<file path="src/tps_defines.vh">
/*
 * Constants for the shared timer prescaler and tick-source block:
 * register offsets, field positions, reset values and tick-source codes.
 * Assumes inclusion by bare name from the design files.
 */
`ifndef TPS_DEFINES_VH
`define TPS_DEFINES_VH

// ----------------------------------------------------------------------
// Register map (byte addresses, one aligned word each)
// ----------------------------------------------------------------------
`define TPS_OFF_SYNC_CTRL   4'h0
`define TPS_OFF_SRC_SEL     4'h4
`define TPS_OFF_STATUS      4'h8

// ----------------------------------------------------------------------
// Fields of general_timer_sync_control
// ----------------------------------------------------------------------
`define TPS_BIT_SHARED_RST  0
`define TPS_BIT_ASYNC_RST   1
`define TPS_BIT_HOLD_MODE   7
`define TPS_SYNC_CTRL_RST   8'h00

// ----------------------------------------------------------------------
// Fields of the tick-source select register
// ----------------------------------------------------------------------
`define TPS_SEL_A_LSB       0
`define TPS_SEL_B_LSB       4
`define TPS_SRC_SEL_RST     8'h00

// ----------------------------------------------------------------------
// Tick-source codes
// ----------------------------------------------------------------------
`define TPS_CS_STOP         3'h0
`define TPS_CS_DIRECT       3'h1
`define TPS_CS_DIV8         3'h2
`define TPS_CS_DIV64        3'h3
`define TPS_CS_DIV256       3'h4
`define TPS_CS_DIV1024      3'h5
`define TPS_CS_EXT_FALL     3'h6
`define TPS_CS_EXT_RISE     3'h7

// ----------------------------------------------------------------------
// Prescaler shape
// ----------------------------------------------------------------------
`define TPS_PRESC_WIDTH     10
`define TPS_TAP_DIV8        2
`define TPS_TAP_DIV64       5
`define TPS_TAP_DIV256      7
`define TPS_TAP_DIV1024     9

// AXI response codes
`define TPS_RESP_OKAY       2'h0
`define TPS_RESP_SLVERR     2'h2

`endif

</file>
<file path="src/tps_tick_select.v">
/*
 * One timer's tick selector: pin synchroniser, edge detector and
 * source multiplexer over the shared prescaler taps.
 * Assumes the prescaler and its tap strobes come from the same clock.
 */
`timescale 1ns/100ps
`default_nettype none
`include "tps_defines.vh"

module tps_tick_select (
   input  wire       ref_clk,
   input  wire       rst_n,
   input  wire [2:0] tickSourceSelect,
   input  wire [3:0] tapStrobe,
   input  wire       prescalerHold,
   input  wire       extCountPin,
   output reg        timerTick,
   output wire       extPinSync
);

   reg       pinMeta;
   reg       pinSync;
   reg       pinLast;
   reg       next_timerTick;

   // ------------------------------------------------------------------
   // Synchroniser and edge detector
   // ------------------------------------------------------------------
   // The pin is sampled every cycle whatever the pin direction or mode,
   // so software driving the pin as an output still counts.
   always @(posedge ref_clk) begin
      if (!rst_n) begin
         pinMeta <= 1'b0;
         pinSync <= 1'b0;
         pinLast <= 1'b0;
      end else begin
         pinMeta <= extCountPin;
         pinSync <= pinMeta;
         pinLast <= pinSync;
      end
   end

   assign extPinSync = pinSync;

   // ------------------------------------------------------------------
   // Source multiplexer
   // ------------------------------------------------------------------
   // The registered tick adds the last cycle of the pin-to-count delay;
   // external ticks never pass the prescaler.
   always @* begin
      case (tickSourceSelect)
         `TPS_CS_STOP:     next_timerTick = 1'b0;
         `TPS_CS_DIRECT:   next_timerTick = ~prescalerHold;
         `TPS_CS_DIV8:     next_timerTick = tapStrobe[0];
         `TPS_CS_DIV64:    next_timerTick = tapStrobe[1];
         `TPS_CS_DIV256:   next_timerTick = tapStrobe[2];
         `TPS_CS_DIV1024:  next_timerTick = tapStrobe[3];
         `TPS_CS_EXT_FALL: next_timerTick = pinLast & ~pinSync;
         `TPS_CS_EXT_RISE: next_timerTick = ~pinLast & pinSync;
         default:          next_timerTick = 1'b0;
      endcase
   end

   always @(posedge ref_clk) begin
      if (!rst_n) begin
         timerTick <= 1'b0;
      end else begin
         timerTick <= next_timerTick;
      end
   end

endmodule
`default_nettype wire

</file>
<file path="src/tps_prescaler_top.v">
/*
 * Shared free-running prescaler and tick-source control for two timers,
 * with an AXI4-Lite register slave.
 * Assumes a single 50 MHz clock and a synchronous active-low reset; the
 * count pins arrive asynchronously and are synchronised here.
 */
// The address map and the AXI4-Lite register port were decided locally.
`timescale 1ns/100ps
`default_nettype none
`include "tps_defines.vh"

module tps_prescaler_top #(
   parameter PRESC_WIDTH = `TPS_PRESC_WIDTH
) (
   input  wire        ref_clk,
   input  wire        rst_n,
   input  wire [3:0]  s_axi_awaddr,
   input  wire        s_axi_awvalid,
   output wire        s_axi_awready,
   input  wire [31:0] s_axi_wdata,
   input  wire [3:0]  s_axi_wstrb,
   input  wire        s_axi_wvalid,
   output wire        s_axi_wready,
   output reg  [1:0]  s_axi_bresp,
   output reg         s_axi_bvalid,
   input  wire        s_axi_bready,
   input  wire [3:0]  s_axi_araddr,
   input  wire        s_axi_arvalid,
   output wire        s_axi_arready,
   output reg  [31:0] s_axi_rdata,
   output reg  [1:0]  s_axi_rresp,
   output reg         s_axi_rvalid,
   input  wire        s_axi_rready,
   input  wire        ext_count_pin_a,
   input  wire        ext_count_pin_b,
   output wire        timer_a_tick,
   output wire        timer_b_tick,
   output wire        async_prescaler_reset
);

   // ------------------------------------------------------------------
   // Control register state
   // ------------------------------------------------------------------
   reg                    timer_sync_hold_mode;
   reg                    shared_prescaler_reset;
   reg                    asyncResetBit;
   reg  [2:0]             selectA;
   reg  [2:0]             selectB;
   reg  [PRESC_WIDTH-1:0] prescaler;
   reg  [PRESC_WIDTH-1:0] next_prescaler;
   wire [3:0]             tapStrobe;
   wire                   pinSyncA;
   wire                   pinSyncB;

   // ------------------------------------------------------------------
   // AXI write channel state
   // ------------------------------------------------------------------
   reg        awHeld;
   reg  [3:0] awAddr;
   reg        wHeld;
   reg [31:0] wData;
   reg  [3:0] wStrb;
   wire       writeFire;

   assign s_axi_awready = ~awHeld & ~s_axi_bvalid;
   assign s_axi_wready  = ~wHeld & ~s_axi_bvalid;
   assign writeFire     = awHeld & wHeld & ~s_axi_bvalid;

   always @(posedge ref_clk) begin
      if (!rst_n) begin
         awHeld <= 1'b0;
         awAddr <= 4'h0;
         wHeld  <= 1'b0;
         wData  <= 32'h0000_0000;
         wStrb  <= 4'h0;
      end else begin
         if (s_axi_awvalid && s_axi_awready) begin
            awHeld <= 1'b1;
            awAddr <= s_axi_awaddr;
         end else if (writeFire) begin
            awHeld <= 1'b0;
         end
         if (s_axi_wvalid && s_axi_wready) begin
            wHeld <= 1'b1;
            wData <= s_axi_wdata;
            wStrb <= s_axi_wstrb;
         end else if (writeFire) begin
            wHeld <= 1'b0;
         end
      end
   end

   function mapped;
      input [3:0] addr;
      begin
         mapped = (addr == `TPS_OFF_SYNC_CTRL) || (addr == `TPS_OFF_SRC_SEL) ||
                  (addr == `TPS_OFF_STATUS);
      end
   endfunction

   always @(posedge ref_clk) begin
      if (!rst_n) begin
         s_axi_bvalid <= 1'b0;
         s_axi_bresp  <= `TPS_RESP_OKAY;
      end else if (writeFire) begin
         s_axi_bvalid <= 1'b1;
         s_axi_bresp  <= mapped(awAddr) ? `TPS_RESP_OKAY : `TPS_RESP_SLVERR;
      end else if (s_axi_bready) begin
         s_axi_bvalid <= 1'b0;
      end
   end

   wire ctrlWrite = writeFire && awAddr == `TPS_OFF_SYNC_CTRL && wStrb[0];
   wire selWrite  = writeFire && awAddr == `TPS_OFF_SRC_SEL && wStrb[0];

   // ------------------------------------------------------------------
   // Sync control and tick-source select
   // ------------------------------------------------------------------
   // Reset bits are pulses unless hold mode keeps them; a write that
   // clears hold mode releases both reset bits in the same cycle.
   always @(posedge ref_clk) begin
      if (!rst_n) begin
         timer_sync_hold_mode   <= 1'b0;
         shared_prescaler_reset <= 1'b0;
         asyncResetBit          <= 1'b0;
      end else if (ctrlWrite) begin
         timer_sync_hold_mode   <= wData[`TPS_BIT_HOLD_MODE];
         shared_prescaler_reset <= wData[`TPS_BIT_SHARED_RST];
         asyncResetBit          <= wData[`TPS_BIT_ASYNC_RST];
         if (!wData[`TPS_BIT_HOLD_MODE]) begin
            shared_prescaler_reset <= wData[`TPS_BIT_SHARED_RST]
                                      & ~timer_sync_hold_mode;
            asyncResetBit          <= wData[`TPS_BIT_ASYNC_RST]
                                      & ~timer_sync_hold_mode;
         end
      end else if (!timer_sync_hold_mode) begin
         shared_prescaler_reset <= 1'b0;
         asyncResetBit          <= 1'b0;
      end
      // In hold mode with no write both bits keep their value
   end

   assign async_prescaler_reset = asyncResetBit;

   always @(posedge ref_clk) begin
      if (!rst_n) begin
         selectA <= `TPS_CS_STOP;
         selectB <= `TPS_CS_STOP;
      end else if (selWrite) begin
         selectA <= wData[`TPS_SEL_A_LSB +: 3];
         selectB <= wData[`TPS_SEL_B_LSB +: 3];
      end
   end

   // ------------------------------------------------------------------
   // Shared prescaler
   // ------------------------------------------------------------------
   // Runs whatever either select says, so enabling a timer on a tap
   // lands its first tick anywhere from 1 to N cycles later.
   always @* begin
      if (shared_prescaler_reset) begin
         next_prescaler = {PRESC_WIDTH{1'b0}};
      end else begin
         next_prescaler = prescaler + {{(PRESC_WIDTH-1){1'b0}}, 1'b1};
      end
   end

   always @(posedge ref_clk) begin
      if (!rst_n) begin
         prescaler <= {PRESC_WIDTH{1'b0}};
      end else begin
         prescaler <= next_prescaler;
      end
   end

   // A tap strobes when all bits up to it are ones: one cycle per period
   genvar t;
   generate
      for (t = 0; t < 4; t = t + 1) begin : gTap
         localparam integer TAP = (t == 0) ? `TPS_TAP_DIV8 :
                                  (t == 1) ? `TPS_TAP_DIV64 :
                                  (t == 2) ? `TPS_TAP_DIV256 : `TPS_TAP_DIV1024;
         assign tapStrobe[t] = ~shared_prescaler_reset & (&prescaler[TAP:0]);
      end
   endgenerate

   // ------------------------------------------------------------------
   // Per-timer tick selection
   // ------------------------------------------------------------------
   tps_tick_select uSelA (
      .ref_clk          (ref_clk),
      .rst_n            (rst_n),
      .tickSourceSelect (selectA),
      .tapStrobe        (tapStrobe),
      .prescalerHold    (shared_prescaler_reset),
      .extCountPin      (ext_count_pin_a),
      .timerTick        (timer_a_tick),
      .extPinSync       (pinSyncA)
   );

   tps_tick_select uSelB (
      .ref_clk          (ref_clk),
      .rst_n            (rst_n),
      .tickSourceSelect (selectB),
      .tapStrobe        (tapStrobe),
      .prescalerHold    (shared_prescaler_reset),
      .extCountPin      (ext_count_pin_b),
      .timerTick        (timer_b_tick),
      .extPinSync       (pinSyncB)
   );

   // ------------------------------------------------------------------
   // AXI read channel
   // ------------------------------------------------------------------
   assign s_axi_arready = ~s_axi_rvalid;

   always @(posedge ref_clk) begin
      if (!rst_n) begin
         s_axi_rvalid <= 1'b0;
         s_axi_rdata  <= 32'h0000_0000;
         s_axi_rresp  <= `TPS_RESP_OKAY;
      end else if (s_axi_arvalid && s_axi_arready) begin
         s_axi_rvalid <= 1'b1;
         s_axi_rresp  <= mapped(s_axi_araddr) ? `TPS_RESP_OKAY : `TPS_RESP_SLVERR;
         case (s_axi_araddr)
            `TPS_OFF_SYNC_CTRL: s_axi_rdata <= {24'h00_0000, timer_sync_hold_mode,
                                   5'h00, asyncResetBit, shared_prescaler_reset};
            `TPS_OFF_SRC_SEL:   s_axi_rdata <= {25'h000_0000, selectB, 1'b0, selectA};
            `TPS_OFF_STATUS:    s_axi_rdata <= {20'h0_0000, pinSyncB, pinSyncA,
                                   prescaler[9:0]};
            default:            s_axi_rdata <= 32'h0000_0000;
         endcase
      end else if (s_axi_rready) begin
         s_axi_rvalid <= 1'b0;
      end
   end

endmodule
`default_nettype wire

</file>
<file path="config.mk">
export PLATFORM = sky130hd
export DESIGN_NAME = tps_prescaler_top
export DESIGN_NICKNAME = d
export VERILOG_FILES = /design/src/tps_tick_select.v /design/src/tps_prescaler_top.v
export VERILOG_INCLUDE_DIRS = /design/src
export SDC_FILE = /design/constraint.sdc
export NUM_CORES = 1
export LEC_CHECK = 0
export BUFFER_PORTS_ARGS = -buffer_cell sky130_fd_sc_hd__buf_2
export CORE_ASPECT_RATIO = 1.2
export CORE_UTILIZATION = 42
export CTS_CLUSTER_DIAMETER = 150
export CTS_CLUSTER_SIZE = 20
export DETAILED_ROUTE_END_ITERATION = 7
export PLACE_DENSITY_LB_ADDON = 0.3
export SKIP_LAST_GASP = 1
export SYNTH_ARGS = -nofsm -noshare
export SYNTH_HDL_FRONTEND = slang
export SYNTH_SLANG_ARGS = --single-unit
</file>
<file path="constraint.sdc">
create_clock -name ref_clk -period 1.9 [get_ports ref_clk]
set_clock_uncertainty 0.1 [all_clocks]
set_input_delay 0.095 -clock ref_clk [delete_from_list [all_inputs] [get_ports ref_clk]]
set_output_delay 0.095 -clock ref_clk [all_outputs]
set_load 0.02 [all_outputs]
</file>
==> results_dict.tcl <==
set metrics [dict create \
    status "finished, final reports clean" \
    endpoint "uSelB.timerTick" \
    ir_drop_v 0.0005788 \
    ys_warn_count 0 \
    drcViolationCount 0 \
    worstSetupPathType "flip-flop to flip-flop" \
    start_util_pct 44.34 \
    critPathRequiredTime_ps 2060 \
    worstReg2RegStart "prescaler[1]" \
    synth_seq_cells 57 \
    setup_viol 0 \
    synth_top_area_share_pct 44.82 \
    grt_pass1_vias 1831 \
    clkTransAtPathRegs_ps 60 \
    synth_edf_count 0 \
    synth_most_common_cell "dfxtp_1" \
    dieArea_mm2 0.006379 \
    drt-total-wl_mm 4.975 \
    leakage_nw 1.356 \
    drtIter0Drc 77 \
    path_max_fanout 4 \
    n_antenna_cell 0 \
    netlist_top_cells_count "57 x dfxtp_1, 25 x nand2_1, 25 x nor2b_1" \
    post_cts_resized 0 \
    avgSynthCellArea_um2 9.536 \
    wl_per_cell_um 11.87 \
    fp.coreArea_mm2 0.005743 \
    critPathLaunch "prescaler[1]" \
    rr_endpoint "uSelB.timerTick" \
    cts_buffers 9 \
    grt_setup_unrepaired "no" \
    worst_ep_arrival_time_ps 1910 \
    worstSetupStartpointType "flip-flop" \
    cts_tree "done" \
    fill_cells 552 \
    vias 1999 \
    synth.distinct_cells 41 \
    synth_seq_area_share_pct 44.82 \
    die_x_um 73.08 \
    min_path_type "input pin to flip-flop" \
    clockRootBuffer "clkbuf_8" \
    ff2ff_path_depth 5 \
    track_usage_pct 16.79 \
    io_pins 97 \
    grt_max_degree 26 \
    dpl-instance-area_mm2 0.002768 \
    fmax_mhz 571.3 \
    gp_congestion 0.8080 \
    insertion_delay_ps 330 \
    slew_violations 0 \
    dpl.cell_count 384 \
    rrSetupSlack_ps 150 \
    overflow 0 \
    post_cts_buffers 0 \
    antenna_found_initial 0 \
    stdcell_area_mm2 0.003132 \
    synth_area_leaders "dfxtp_1 45%, buf_4 6.5%, nor2b_1 6.1%" \
    dr.pass1.iters 4 \
    synth_flop_cell "dfxtp_1" \
    cts_num_sinks 57 \
    hpwlAfterDp_mm 3.436 \
    hold_viol 0 \
    period_minus_slack_ps 1751 \
    ctsHtreeMaxLevel 3 \
    num-nets-final 389 \
    drive_above_1_share_pct 20.35 \
    synthToLayoutAreaGrowth_pct 23.00 \
    finalSetupTns_ps 0 \
    fin_crit_sh_pct 92.13 \
    avgViaCountPerCell 4.771 \
    netlist_area_mm2 0.002546 \
    rows 30 \
    antenna_left 0 \
    syn-instance-count 267 \
    yosysTopAreaCell "dfxtp_1" \
    grt_pass1_wl_mm 8.052 \
    die_h_um 87.29 \
    numPortBuffers 46 \
    final_cells 419 \
    maxCapViolCount 0 \
    clk_path_buf_depth 2 \
    worst_setup_path_end_kind "flip-flop" \
    power.density_mw_per_mm2 800.5 \
    synth-async-reset-ratio_pct 0 \
]
flip-flops by register name, summed over array words and instances (netlist names), 3 cells and up:
| name | cells |
|---|---|
| awAddr | 4 |
| prescaler | 10 |
| s_axi_rdata | 12 |
| selectA | 3 |
| selectB | 3 |
| wData | 7 |
cells by family (layout without fill, tap and decap cells):
| logic type | after synthesis | in the layout | synth area share [%] |
|---|---|---|---|
| multiplexers | 14 | 14 | 5.504 |
| AO/OA/AOI/OAI | 46 | 46 | 14.01 |
| AND/OR/NAND/NOR | 100 | 100 | 22.85 |
| flip-flops | 57 | 57 | 44.82 |
| buffers and inverters | 40 | 91 | 9.288 |
| adder cells (fa/ha/maj) | 2 | 2 | 0.9826 |
| other | 1 | 22 | 0.1473 |
| XOR/XNOR | 7 | 7 | 2.408 |
worst min-delay path by stage:
stage                          startpoint            end  slack (ps)  cells after the start
after floorplan           ext_count_pin_a  uSelA.pinMeta         120                      1
after global placement    ext_count_pin_a  uSelA.pinMeta         210                      2
after detailed placement  ext_count_pin_a  uSelA.pinMeta         210                      2
after CTS                           rst_n       wData[5]          90                      2
after global routing                rst_n       wData[5]         110                      2
final                               rst_n       wData[5]         110                      2
critical path, stage by stage (launching register included):
cell and delay, ps:
dfxtp_1 380, ha_1 210, and4_1 250, nand4_2 140, a2111oi_0 350, o221a_1 260
placed cells by master (no fill, tap or decap), types with 3 or more instances in the layout:
master / netlist / routed
mux2i_1: 14 / 14
a21oi_1: 4 / 4
xor2_1: 3 / 3
nand2b_1: 3 / 3
nor2b_1: 25 / 25
nand3_1: 4 / 4
conb_1: 1 / 22
nor2_1: 17 / 17
nand2_1: 25 / 25
xnor2_1: 4 / 4
o21a_1: 4 / 4
a22o_1: 3 / 3
dlygate4sd3_1: 0 / 19
and2_1: 8 / 8
a21boi_0: 9 / 9
clkbuf_8: 0 / 11
a22oi_1: 12 / 12
dfxtp_1: 57 / 57
inv_1: 7 / 7
clkinv_2: 0 / 3
buf_2: 3 / 46
buf_4: 22 / 3
cell type report:
cell class,count,area (µm²),share of cell area (%)
Clock buffer,13,158.9,5.074
Tap cell,80,100.1,3.196
Sequential cell,57,1141,36.44
Timing Repair Buffer,68,442.9,14.14
Clock inverter,3,15.01,0.4794
Multi-Input combinational cell,191,1247,39.83
Inverter,7,26.28,0.8390
power by group:
part           internal (mW)  switching (mW)  total (mW)
registers               1.23          0.0310        1.26
clock network          0.538           0.446       0.984
logic                  0.110           0.148       0.258
total                   1.88           0.625        2.51
per-stage QoR:
step / utilization [%] / total power, mW / setup WS [ps] / hold WS (ps)
after detailed placement: 48.19 / 1.518 / 165.4 / 209.1
after global placement: 48.19 / 1.514 / 186.4 / 207.4
after CTS: 54.53 / 2.548 / 146.1 / 93.62
final: 54.53 / 2.507 / 149.5 / 109.0
after global routing: 54.53 / 2.638 / 16.77 / 105.3
after floorplan: - / 1.487 / 351.9 / 122.3
what timing repair did:
item / in CTS / in global routing
endpoints found under the setup margin: 0 / 0
hold endpoints to repair: 17 / 0
hold buffers: 19 / 0
per-layer routing:
| metal | wire [µm] | track usage [%] |
|---|---|---|
| met1 | 2270 | 18.60 |
| met3 | 263 | 5.903 |
| met4 | 63 | 8.378 |
| met5 | 0 | 0 |
| met2 | 2378 | 28.20 |
(Power assumes the default switching activity.)
